[config.mk]
export PLATFORM = sky130hd
export DESIGN_NAME = acr_top
export DESIGN_NICKNAME = d
export VERILOG_FILES = /design/src/acr_pkg.sv /design/src/acr_top.sv
export SDC_FILE = /design/constraint.sdc
export NUM_CORES = 1
export LEC_CHECK = 0
export CAP_MARGIN = 5
export CORE_AREA = 2 2 111 113
export CTS_BUF_LIST = sky130_fd_sc_hd__clkbuf_4
export CTS_CLUSTER_DIAMETER = 40
export DETAILED_ROUTE_END_ITERATION = 7
export DIE_AREA = 0 0 113 115
export DONT_BUFFER_PORTS = 1
export HOLD_SLACK_MARGIN = 0.15
export PLACE_DENSITY = 0.66
export SLEW_MARGIN = 20
export SYNTH_ARGS = -nofsm -noshare
export SYNTH_HDL_FRONTEND = slang
export SYNTH_SLANG_ARGS = --single-unit
[constraint.sdc]
create_clock -name core_clk_i -period 2.1 [get_ports core_clk_i]
set_input_delay 0.21 -clock core_clk_i [delete_from_list [all_inputs] [get_ports core_clk_i]]
set_output_delay 0.21 -clock core_clk_i [all_outputs]
set_load 0.05 [all_outputs]
[src/acr_pkg.sv]
// Package: register map, field layout and types of the converter control block
package acr_pkg;
	// ----------------------------------------------------------------
	// Register byte addresses
	// ----------------------------------------------------------------
	localparam logic [7:0] ADDR_CTRL_ZERO   = 8'h00;
	localparam logic [7:0] ADDR_CTRL_ONE    = 8'h04;
	localparam logic [7:0] ADDR_TRIG_SEL    = 8'h08;
	localparam logic [7:0] ADDR_RES_HIGH    = 8'h0C;
	localparam logic [7:0] ADDR_RES_LOW     = 8'h10;
	localparam logic [7:0] ADDR_IRQ_STATUS  = 8'h14;
	localparam logic [7:0] ADDR_IRQ_ENABLE  = 8'h18;
	localparam logic [7:0] ADDR_IRQ_CLEAR   = 8'h1C;
	// ----------------------------------------------------------------
	// Field positions and masks
	// ----------------------------------------------------------------
	localparam int          BIT_CONV_ON      = 0;
	localparam int          BIT_CONV_GO      = 1;
	localparam int          BIT_JUSTIFY      = 7;
	localparam logic [7:0]  MASK_CTRL_ONE    = 8'hF3;
	localparam logic [7:0]  MASK_TRIG_SEL    = 8'h1F;
	localparam logic [7:0]  RST_CTRL_ONE     = 8'h00;
	localparam logic [7:0]  RST_TRIG_SEL     = 8'h00;
	localparam logic [4:0]  TRIG_CODE_COUNT  = 5'h13;
	localparam logic [1:0]  AXI_OKAY         = 2'b00;
	localparam logic [1:0]  AXI_SLVERR       = 2'b10;
	// Conversion length in conversion clock periods
	localparam logic [3:0]  CONV_TAD_COUNT   = 4'hB;
	// ----------------------------------------------------------------
	// Types
	// ----------------------------------------------------------------
	typedef enum logic [2:0] {
		CLK_DIV2, CLK_DIV8, CLK_DIV32, CLK_RC_A, CLK_DIV4, CLK_DIV16, CLK_DIV64, CLK_RC_B
	} acr_clk_sel_t;
	typedef enum logic [1:0] {REF_SUPPLY, REF_RSVD, REF_PIN, REF_FIXED} acr_ref_sel_t;
	typedef struct packed {
		logic         result_justify_select;
		acr_clk_sel_t conv_clock_select;
		logic [1:0]   unused;
		acr_ref_sel_t pos_ref_select;
	} acr_ctrl_one_t;
	typedef struct packed {
		logic       valid;
		logic [9:0] conversion_result;
	} acr_result_t;
endpackage : acr_pkg

[src/acr_top.sv]
// Converter control, trigger select and result registers behind AXI4-Lite
// Operation
// - Format one right-justifies, upper six zero
// - Format zero left-justifies, lower six zero
// - Codes 011 and 111 pick RC oscillator
// - Reference field picks supply, pin, fixed
// - Trigger field source starts on rising edge
// - Left layout: high 9..2, low 1..0
// - Right layout: high 9..8, low 7..0
// - Unimplemented bits read zero, ignore writes
// - Go bit holds while converting, self-clears
// - Enable bit gates the converter
//
// ----------------------------------------------------------------
// Register map, byte addresses, data in bits 7:0
// ----------------------------------------------------------------
// 0x00 control zero
//      bit 0 converter enable, read back as written
//      bit 1 go: writing one starts a conversion, reads busy
// 0x04 conv_control_one
//      bit 7 result layout, one right, zero left
//      bits 6:4 conversion clock code
//      bits 3:2 unimplemented, always read zero
//      bits 1:0 positive reference code
// 0x08 auto_trigger_select
//      bits 4:0 trigger source code, bits 7:5 read zero
// 0x0C result_high_byte, software may overwrite
// 0x10 result_low_byte, software may overwrite
// 0x14 interrupt status, bit 0 sticky, read only
// 0x18 interrupt enable, bit 0
// 0x1C interrupt clear, write one to bit 0, reads zero
// Any other address answers with a slave error and zero data.
//
// ----------------------------------------------------------------
// Bus timing
// ----------------------------------------------------------------
// Write address and data are captured independently; the
// response rises one cycle after both are held, and the
// register changes at that same edge.
// A read answers one cycle after its address is taken and
// holds its data until the master accepts it.
// Only byte lane zero matters; a write without it still gets
// a response but changes nothing.
//
// ----------------------------------------------------------------
// Conversion timing
// ----------------------------------------------------------------
// A start is a go write or a rising edge of the selected
// trigger, taken only while enabled and idle.
// Busy then stays up for a fixed number of conversion ticks;
// the sample input is captured at the last tick, the result
// bytes load one edge later and the flag sets with them.
// Trigger pins pass two flip-flops, so a pin edge reaches the
// sequencer about three edges later.
// Clearing the enable aborts a conversion without a result.
// The divider never stops, so the first tick after a clock
// code change may come early; only later periods are exact.
// The RC input is synchronised and only its rising edge is
// used; its period must exceed two system clock cycles.
`timescale 1ns/1ns
module acr_top
	import acr_pkg::*;
#(
	parameter int TRIG_COUNT = 19
) (
	input  wire logic                  core_clk_i,
	input  wire logic                  rst_i,
	input  wire logic [7:0]            s_axi_awaddr_i,
	input  wire logic                  s_axi_awvalid_i,
	output logic                       s_axi_awready_o,
	input  wire logic [31:0]           s_axi_wdata_i,
	input  wire logic [3:0]            s_axi_wstrb_i,
	input  wire logic                  s_axi_wvalid_i,
	output logic                       s_axi_wready_o,
	output logic [1:0]                 s_axi_bresp_o,
	output logic                       s_axi_bvalid_o,
	input  wire logic                  s_axi_bready_i,
	input  wire logic [7:0]            s_axi_araddr_i,
	input  wire logic                  s_axi_arvalid_i,
	output logic                       s_axi_arready_o,
	output logic [31:0]                s_axi_rdata_o,
	output logic [1:0]                 s_axi_rresp_o,
	output logic                       s_axi_rvalid_o,
	input  wire logic                  s_axi_rready_i,
	input  wire logic [TRIG_COUNT-1:0] trig_src_i,
	input  wire logic                  rc_osc_i,
	input  wire logic [9:0]            sample_value_i,
	output logic                       converter_on_o,
	output acr_ref_sel_t               pos_ref_o,
	output logic                       conv_tick_o,
	output logic                       irq_o
);
	// ----------------------------------------------------------------
	// Register state
	// ----------------------------------------------------------------
	acr_ctrl_one_t               ctrl_one;
	logic [4:0]                  auto_trigger_code;
	logic                        converter_on;
	logic                        conv_busy;
	logic [7:0]                  result_high_byte;
	logic [7:0]                  result_low_byte;
	logic                        converter_irq_flag;
	logic                        irq_enable;
	logic [TRIG_COUNT-1:0]       trig_meta;
	logic [TRIG_COUNT-1:0]       trig_sync;
	logic [TRIG_COUNT-1:0]       trig_prev;
	logic [1:0]                  rc_sync;
	logic                        rc_prev;
	logic [5:0]                  div_cnt;
	logic [3:0]                  tad_cnt;
	acr_result_t                 done;
	logic                        wr_fire;
	logic                        rd_fire;
	logic                        aw_held;
	logic                        w_held;
	logic [7:0]                  wr_addr;
	logic [32:0]                 wr_data;
	logic                        wr_lane0;
	logic                        trig_rise;
	logic                        tad_tick;
	logic                        go_set;

	// Byte lane zero only: every register is eight bits wide
	function automatic logic is_mapped(input logic [7:0] a);
		is_mapped = (a == ADDR_CTRL_ZERO) || (a == ADDR_CTRL_ONE) || (a == ADDR_TRIG_SEL) ||
			(a == ADDR_RES_HIGH) || (a == ADDR_RES_LOW) || (a == ADDR_IRQ_STATUS) ||
			(a == ADDR_IRQ_ENABLE) || (a == ADDR_IRQ_CLEAR);
	endfunction : is_mapped

	// ----------------------------------------------------------------
	// AXI4-Lite write channel
	// ----------------------------------------------------------------
	// Address and data are held independently so either may come first
	assign s_axi_awready_o = !aw_held && !s_axi_bvalid_o;
	assign s_axi_wready_o  = !w_held && !s_axi_bvalid_o;
	assign wr_fire  = aw_held && w_held && !s_axi_bvalid_o;
	assign wr_lane0 = wr_fire && wr_data[32] == 1'b0;
	always_ff @(posedge core_clk_i) begin
		if (rst_i) begin
			aw_held        <= 1'b0;
			w_held         <= 1'b0;
			wr_addr        <= 8'h00;
			wr_data        <= 33'h0_0000_0000;
			s_axi_bvalid_o <= 1'b0;
			s_axi_bresp_o  <= AXI_OKAY;
		end else begin
			if (s_axi_awvalid_i && s_axi_awready_o) begin
				aw_held <= 1'b1;
				wr_addr <= s_axi_awaddr_i;
			end
			if (s_axi_wvalid_i && s_axi_wready_o) begin
				w_held  <= 1'b1;
				wr_data <= {!s_axi_wstrb_i[0], s_axi_wdata_i};
			end
			if (wr_fire) begin
				aw_held        <= 1'b0;
				w_held         <= 1'b0;
				s_axi_bvalid_o <= 1'b1;
				s_axi_bresp_o  <= is_mapped(wr_addr) ? AXI_OKAY : AXI_SLVERR;
			end else if (s_axi_bready_i) begin
				s_axi_bvalid_o <= 1'b0;
			end
		end
	end

	// ----------------------------------------------------------------
	// AXI4-Lite read channel
	// ----------------------------------------------------------------
	assign s_axi_arready_o = !s_axi_rvalid_o;
	assign rd_fire = s_axi_arvalid_i && s_axi_arready_o;
	always_ff @(posedge core_clk_i) begin
		if (rst_i) begin
			s_axi_rvalid_o <= 1'b0;
			s_axi_rdata_o  <= 32'h0000_0000;
			s_axi_rresp_o  <= AXI_OKAY;
		end else if (rd_fire) begin
			s_axi_rvalid_o <= 1'b1;
			s_axi_rresp_o  <= is_mapped(s_axi_araddr_i) ? AXI_OKAY : AXI_SLVERR;
			case (s_axi_araddr_i)
				ADDR_CTRL_ZERO:  s_axi_rdata_o <= {30'h0000_0000, conv_busy, converter_on};
				ADDR_CTRL_ONE:   s_axi_rdata_o <= {24'h00_0000, ctrl_one};
				ADDR_TRIG_SEL:   s_axi_rdata_o <= {27'h000_0000, auto_trigger_code};
				ADDR_RES_HIGH:   s_axi_rdata_o <= {24'h00_0000, result_high_byte};
				ADDR_RES_LOW:    s_axi_rdata_o <= {24'h00_0000, result_low_byte};
				ADDR_IRQ_STATUS: s_axi_rdata_o <= {31'h0000_0000, converter_irq_flag};
				ADDR_IRQ_ENABLE: s_axi_rdata_o <= {31'h0000_0000, irq_enable};
				default:         s_axi_rdata_o <= 32'h0000_0000;
			endcase
		end else if (s_axi_rready_i) begin
			s_axi_rvalid_o <= 1'b0;
		end
	end

	// ----------------------------------------------------------------
	// Configuration registers
	// ----------------------------------------------------------------
	// Unimplemented positions are masked on write so they always read zero
	always_ff @(posedge core_clk_i) begin
		if (rst_i) begin
			ctrl_one          <= RST_CTRL_ONE;
			auto_trigger_code <= RST_TRIG_SEL[4:0];
			irq_enable        <= 1'b0;
		end else if (wr_lane0) begin
			case (wr_addr)
				ADDR_CTRL_ONE:   ctrl_one          <= wr_data[7:0] & MASK_CTRL_ONE;
				ADDR_TRIG_SEL:   auto_trigger_code <= wr_data[4:0];
				ADDR_IRQ_ENABLE: irq_enable        <= wr_data[0];
				default: ;
			endcase
		end
	end

	// Converter enable; dropping it aborts the conversion
	always_ff @(posedge core_clk_i) begin
		if (rst_i) begin
			converter_on <= 1'b0;
		end else if (wr_lane0 && wr_addr == ADDR_CTRL_ZERO) begin
			converter_on <= wr_data[BIT_CONV_ON];
		end
	end
	assign converter_on_o = converter_on;
	assign pos_ref_o      = ctrl_one.pos_ref_select;

	// ----------------------------------------------------------------
	// Trigger synchronisers and edge detect
	// ----------------------------------------------------------------
	always_ff @(posedge core_clk_i) begin
		if (rst_i) begin
			trig_meta <= '0;
			trig_sync <= '0;
			trig_prev <= '0;
			rc_sync   <= 2'b00;
			rc_prev   <= 1'b0;
		end else begin
			trig_meta <= trig_src_i;
			trig_sync <= trig_meta;
			trig_prev <= trig_sync;
			rc_sync   <= {rc_sync[0], rc_osc_i};
			rc_prev   <= rc_sync[1];
		end
	end
	// Reserved codes select nothing, so they never start a conversion
	assign trig_rise = (auto_trigger_code < TRIG_CODE_COUNT) &&
		trig_sync[auto_trigger_code] && !trig_prev[auto_trigger_code];

	// ----------------------------------------------------------------
	// Conversion clock
	// ----------------------------------------------------------------
	// Free-running divider; each divider code taps the matching terminal count, RC codes use the RC edge
	always_ff @(posedge core_clk_i) begin
		if (rst_i) begin
			div_cnt <= 6'h00;
		end else begin
			div_cnt <= div_cnt + 6'h01;
		end
	end
	always_comb begin
		case (ctrl_one.conv_clock_select)
			CLK_DIV2:  tad_tick = div_cnt[0]   == 1'b1;
			CLK_DIV4:  tad_tick = div_cnt[1:0] == 2'h3;
			CLK_DIV8:  tad_tick = div_cnt[2:0] == 3'h7;
			CLK_DIV16: tad_tick = div_cnt[3:0] == 4'hF;
			CLK_DIV32: tad_tick = div_cnt[4:0] == 5'h1F;
			CLK_DIV64: tad_tick = div_cnt      == 6'h3F;
			default:   tad_tick = rc_sync[1] && !rc_prev;
		endcase
	end
	assign conv_tick_o = tad_tick;

	// ----------------------------------------------------------------
	// Conversion sequencer
	// ----------------------------------------------------------------
	assign go_set = converter_on &&
		((wr_lane0 && wr_addr == ADDR_CTRL_ZERO && wr_data[BIT_CONV_GO]) || trig_rise);
	always_ff @(posedge core_clk_i) begin
		if (rst_i) begin
			conv_busy <= 1'b0;
			tad_cnt   <= 4'h0;
			done      <= '0;
		end else begin
			done.valid <= 1'b0;
			if (!converter_on) begin
				conv_busy <= 1'b0;
			end else if (!conv_busy && go_set) begin
				conv_busy <= 1'b1;
				tad_cnt   <= 4'h0;
			end else if (conv_busy && tad_tick) begin
				if (tad_cnt == CONV_TAD_COUNT - 4'h1) begin
					conv_busy              <= 1'b0;
					done.valid             <= 1'b1;
					done.conversion_result <= sample_value_i;
				end else begin
					tad_cnt <= tad_cnt + 4'h1;
				end
			end
		end
	end

	// ----------------------------------------------------------------
	// Result registers
	// ----------------------------------------------------------------
	// Software may overwrite the bytes; a completed conversion replaces them
	always_ff @(posedge core_clk_i) begin
		if (rst_i) begin
			result_high_byte <= 8'h00;
			result_low_byte  <= 8'h00;
		end else if (done.valid) begin
			if (ctrl_one.result_justify_select) begin
				result_high_byte <= {6'h00, done.conversion_result[9:8]};
				result_low_byte  <= done.conversion_result[7:0];
			end else begin
				result_high_byte <= done.conversion_result[9:2];
				result_low_byte  <= {done.conversion_result[1:0], 6'h00};
			end
		end else if (wr_lane0 && wr_addr == ADDR_RES_HIGH) begin
			result_high_byte <= wr_data[7:0];
		end else if (wr_lane0 && wr_addr == ADDR_RES_LOW) begin
			result_low_byte <= wr_data[7:0];
		end
	end

	// ----------------------------------------------------------------
	// Interrupt
	// ----------------------------------------------------------------
	// Completion wins over a clear in the same cycle so no event is lost
	always_ff @(posedge core_clk_i) begin
		if (rst_i) begin
			converter_irq_flag <= 1'b0;
		end else if (done.valid) begin
			converter_irq_flag <= 1'b1;
		end else if (wr_lane0 && wr_addr == ADDR_IRQ_CLEAR && wr_data[0]) begin
			converter_irq_flag <= 1'b0;
		end
	end
	assign irq_o = converter_irq_flag && irq_enable;

endmodule : acr_top

==> results of run 1 <==
-- metrics by stage --
stage | hold WS (ps) | utilization (%) | cell area, um2
global route | 209.3 | 60.81 | 7182
finish | 223.6 | 60.81 | 7182
CTS | 153.7 | 60.31 | 7123
global placement | 292.0 | 49.53 | 5851
detailed placement | 295.7 | 49.53 | 5851
floorplan | 305.6 | - | 5843
-- per-layer routing --
metal  track usage [%]  vias up  wire (um)
li1                  -     2275          -
met3             5.535       17        607
met2             34.37      125       6154
met4             8.130        0        179
met1             23.53     2112       5714
met5                 0        -          0
-- registers in the layout, summed over array words and instances (netlist names), 2 cells and up --
| name | count |
|---|---|
| result_high_byte | 8 |
| pos_ref_o | 2 |
| tad_cnt | 4 |
| s_axi_rdata_o | 8 |
| wr_data | 9 |
| result_low_byte | 8 |
| wr_addr | 8 |
| auto_trigger_code | 5 |
| trig_prev | 19 |
| ctrl_one | 4 |
| div_cnt | 6 |
| done | 11 |
| trig_meta | 19 |
| trig_sync | 19 |
| rc_sync | 2 |
-- Yosys cell counts, drive strengths merged, types with 6 or more instances --
library cell and n:
nand2 59, a22o 9, clkbuf 22, inv 13
nor2 72, buf 34, a21oi 42, mux2i 31
o21ai 21, nand3 10, dfxtp 143, nand2b 6
a211oi 8, nor2b 70
-- kinds of logic (layout without fill, tap and decap cells) --
family	Yosys count	in the layout
buf+inv	69	161
other cells	1	26
simple gates	254	254
compound gates	111	111
fa+ha+maj	5	5
xor+xnor	2	2
flops	143	143
mux	35	35
-- worst paths after layout --
path                                                 endpoint  slack (ps)                    start  depth (start not counted)
worst min-delay path            s_axi_rdata_o[5]$_SDFFE_PP0P_         220        s_axi_araddr_i[4]                          4
worst max register to register        tad_cnt[2]$_SDFFE_PP0P_         -50    div_cnt[1]$_SDFF_PP0_                         10
worst min register to register        trig_prev[8]$_SDFF_PP0_         440  trig_sync[8]$_SDFF_PP0_                          2
worst max-delay path                              conv_tick_o        -300    div_cnt[1]$_SDFF_PP0_                         10
-- power groups by stage --
| stage | clock network [mW] | logic (mW) | registers [mW] |
|---|---|---|---|
| floorplan | 0 | 0.369 | 2.91 |
| global placement | 0 | 0.351 | 2.92 |
| detailed placement | 0 | 0.360 | 2.92 |
| CTS | 1.64 | 0.544 | 2.86 |
| global route | 1.75 | 0.598 | 2.87 |
| finish | 1.58 | 0.553 | 2.86 |
-- area by class of cell --
class	count	area (um2)
repair buffers	116	1140
clock inverters	14	117.6
multi-input cells	433	2691
flip-flops and latches	143	2865
fillers	1011	4629
inverters	13	48.80
clock buffers	18	135.1
well taps	147	183.9
-- critical path, delay by kind of cell, from the launching register on --
| kind | cells | cell delay, ps |
|---|---|---|
| DFF | 1 | 370 |
| buffers and inverters | 2 | 300 |
| adders and majority gates | 2 | 240 |
| AOI/OAI and AO/OA | 2 | 230 |
| and+or+nand+nor | 4 | 480 |
-- repair_timing --
action,CTS,global route
hold buffers,93,1
setup endpoints to repair,3,20
endpoints found under the hold margin,143,1
gates resized for setup,12,7
buffers inserted,2,2
pin swaps,8,3
-- placed cells by master (no fill, tap or decap), types with 6 or more instances in the layout --
cell,instances
a211oi_1,8
a21oi_1,40
a22o_1,9
buf_4,20
clkbuf_4,18
conb_1,26
dfxtp_1,141
dlygate4sd3_1,93
inv_1,13
mux2i_1,31
nand2_1,59
nand2b_1,6
nand3_1,10
nor2_1,70
nor2b_1,69
o21ai_0,16
==> results.cfg, run 1 <==
[outcome]
outcome = finished with violations
failed_checks = design-rule violations, negative setup slack

[power_and_ir_drop]
total_power_mw = 4.991
power.switching_mw = 1.367
intPower_mw = 3.624
p_per_area_nw_per_um2 = 694.9
power_frac_seq_pct = 57.3
swShare_pct = 27.40
pwr-share-comb_pct = 11.1
pwr-share-clk_pct = 31.6
power_leakage_nw = 2.888
ir_drop_mv = 0.5055

[setup_path]
cp_max_fo = 2
worstSetupPathType = register to output pin
crit_path_end_kind = output pin
critPathSlowestCell = dfxtp_2
max_stage_delay_ps = 370
required_ps = 1890
crit_chain = ha_4, and3_4, ha_4, nor2b_4, o21ai_2, a22oi_2, buf_4, nor2_4, nor2_4, buf_12
cp.arrival_ps = 2190
cp-start-kind = register

[die]
die_h_um = 115
core_um2 = 11810
die_w_um = 113
ios = 135
rows = 40
initial_core_util_pct = 48.65
die_area_um2 = 13000

[timing]
rsz0062_at_grt = true
fin_skew_ps = 17.85
fin_tns_setup_ps = -498.0
hold_viol_final = 0
slew_headroom_pct = 59.90
layout_setup_ws_ps = -305.0
fmax_ghz = 0.4158
worst_slew_pin_slew_ps = 600.7
slew_viol_final = 0
timing.final.crit_share_pct = 114.5
setup_violations = 5
period_needed_ps = 2405

[placement]
placed_cells = 754
globalplace.congestion = 0.8314
port_buffers = 0
place_ws_ps = -59.95
hpwl_um = 7931

[yosys]
syn_inst = 620
synth_seq_area_share_pct = 49.81
synth_ff_type = dfxtp_1
synth-xor-area-share_pct = 0.3048
synth_edf_count = 0
async_reset_ff_share_pct = 0
yosysTopAreaCellShare_pct = 49.81
synth.area.top_cells = dfxtp_1 (50%), nor2b_1 (7.6%), mux2i_1 (5.4%)
synth_area_leader_cell = dfxtp_1
synth.distinct_cells = 60
synthMuxAreaShare_pct = 6.575
synth_top_family_by_area = simple AND/OR/NAND/NOR gates
yosys_warnings = 0
synth_compound_area_share_pct = 12.48
synth_area_per_cell_um2 = 9.269
synth_area_um2 = 5747
synth-simple-area-share_pct = 23.19
synth_seq_cells = 143
synth_fa_ha_area_share_pct = 1.089

[grt]
grt-ovfl-total = 0
grt_max_degree = 111
antenna_found_initial = 0
first_global_vias = 4447
grt_pass1_wl_um = 20440
grtUsageTotal_pct = 19.92

[finish]
diodes = 0
drive_gt1_share_pct = 11.13
area_growth_pct = 24.97
final_nets = 818
stdcell_count = 884

[drt]
drcViolationCount = 9
ant_nets = 0
firstDrtPassIters = 6
routed_wl_um = 12660
num_vias = 4529
viasPerCell = 5.123
wire_per_inst_um = 14.32
drtIter0Drc = 228

[cts]
cts-root-buf = clkbuf_4
cts_tree = yes
cts.sinks = 143
path_clk_slew_ps = 130
clock_tree.buffer_depth = 2
cts_max_level = 4
numCtsBuffers = 17
clkLatencyLatePin_ps = 550

[flow_run]
maxCapViolations = 0

[hold_path]
min-delay-path-class = input port to register
(Power assumes the default switching activity.)
==> run 2: changes to the inputs <==
Settings changed: PLACE_DENSITY 0.66 to 0.72.
==> results.cfg, run 2 (synthesis gave the netlist of run 1 again) <==
[grt]
grtUsageTotal_pct = 20.50
grt_pass1_wl_um = 20960
grt_max_degree = 110
first_global_vias = 4391
antenna_found_initial = 0
grt-ovfl-total = 0

[finish]
drive_gt1_share_pct = 12.06
num-fill-cells = 980
final_cell_mix = dfxtp_1 (141), dlygate4sd3_1 (98), nor2_1 (70), nor2b_1 (68), nand2_1 (59)
multi_input_area_um2 = 2724
diodes = 0
regArea_um2 = 2865
final_common_cell = dfxtp_1
top_regs = trig_meta: 19 flops, trig_prev: 19 flops, trig_sync: 19 flops
area_growth_pct = 28.33
final_nets = 827
fin_area_um2 = 7375

[drt]
firstDrtPassIters = 8
drtIter0Drc = 319
routed_wl_um = 12970
drcViolationCount = 12
ant_nets = 0
wire_per_inst_um = 14.52
viasPerCell = 5.157
num_vias = 4605

[setup_path]
reg2reg_depth = 11
cp-start-kind = register
required_ps = 1890
cp.arrival_ps = 2220
worstSetupPathType = register to output pin
cp_max_fo = 2
crit_path_end_kind = output pin

[timing]
setup_violations = 15
fin_skew_ps = 18.54
worst_slew_pin_slew_ps = 622.9
timing.final.crit_share_pct = 115.5
period_needed_ps = 2426
slew_viol_final = 0
layout_setup_ws_ps = -325.9
fmax_ghz = 0.4122
slew_headroom_pct = 58.34
hold_viol_final = 0
rsz0062_at_grt = true

[hold_path]
min-delay-path-class = input port to register
min_path_cells = 2

[flow_run]
maxCapViolations = 0

[placement]
place_area_um2 = 5843
globalplace.congestion = 0.8592
hpwl_um = 7909
port_buffers = 0
place_ws_ps = -103.2

[cts]
cts_max_level = 4
numCtsBuffers = 17
cts-root-buf = clkbuf_4
cts_tree = yes
clock_tree.buffer_depth = 2
clkLatencyLatePin_ps = 560
path_clk_slew_ps = 130
cts.sinks = 143

[die]
die_w_um = 113
rows = 40
die_area_um2 = 13000
ios = 135
die_h_um = 115
initial_core_util_pct = 48.65
core_um2 = 11810

[power_and_ir_drop]
p_per_area_nw_per_um2 = 733.2
power_leakage_nw = 2.973
ir_drop_mv = 0.5443

[outcome]
outcome = finished with violations
failed_checks = design-rule violations, negative setup slack
run 2: changes by cell type in the layout (fill, tap and decap cells not counted), moves of 2 or more:
cell	change
clkinv_4	+3
inv_6	-2
buf_4	+4
bufinv_16	+3
clkinv_2	-3
dlygate4sd3_1	+5
run 2: final timing paths:
kind / startpoint / end / slack [ps]
worst max-delay path: div_cnt[0]$_SDFF_PP0_ / conv_tick_o / -330
worst min-delay path: rst_i / trig_prev[9]$_SDFF_PP0_ / 250
worst min register to register: trig_meta[8]$_SDFF_PP0_ / trig_sync[8]$_SDFF_PP0_ / 430
worst max register to register: div_cnt[0]$_SDFF_PP0_ / tad_cnt[3]$_SDFFE_PP0P_ / -200
run 2: critical path, stage by stage, from the launching register on:
cell and delay, ps:
dfxtp_2 370, ha_4 140, and3_4 200, ha_4 120, nor2b_4 150, o21ai_2 60, a22oi_2 160, buf_4 160
nor2_4 40, nor2_4 120, buf_12 140
run 2: repair_timing:
action                                  in CTS  in global routing
pin swaps                                    6                  6
endpoints found under the setup margin       3                 25
gates resized for setup                     18                  6
hold endpoints to repair                   143                  1
hold buffers                                98                  1
setup buffers                                4                  6
run 2: area by class of cell:
cell class | count | share of cell area [%]
well taps | 147 | 2.494
clock buffers | 19 | 1.934
flip-flops and latches | 143 | 38.85
multi-input cells | 433 | 36.94
inverters | 13 | 0.6617
repair buffers | 125 | 16.54
clock inverters | 13 | 2.579
run 2: metal layers:
layer / global-route usage (%) / part of all wire, % / wire (um)
met3: 5.957 / 6.0 / 780
met2: 34.77 / 48 / 6251
met5: 0 / 0 / 0
met4: 7.886 / 1.9 / 243
met1: 24.76 / 44 / 5693
run 2: power by group:
group | internal, mW | total, mW | switching, mW
Clock | 0.973 | 1.97 | 1.00
Sequential | 2.80 | 2.86 | 0.0641
Combinational | 0.245 | 0.572 | 0.327
run 2: metrics by stage:
step | cells | power [mW] | hold slack (ps) | setup TNS (ps) | util (%)
2_1_floorplan | 645 | 3.279 | 305.6 | 0 | -
3_3_place_gp | 753 | 3.266 | 299.3 | 0 | 49.47
3_5_place_dp | 753 | 3.279 | 302.9 | -168.4 | 49.47
4_1_cts | 886 | 5.407 | 161.9 | -648.4 | 61.67
5_1_grt | 893 | 5.604 | 206.1 | -3815 | 62.44
6_report | 893 | 5.407 | 250.2 | -1606 | 62.44
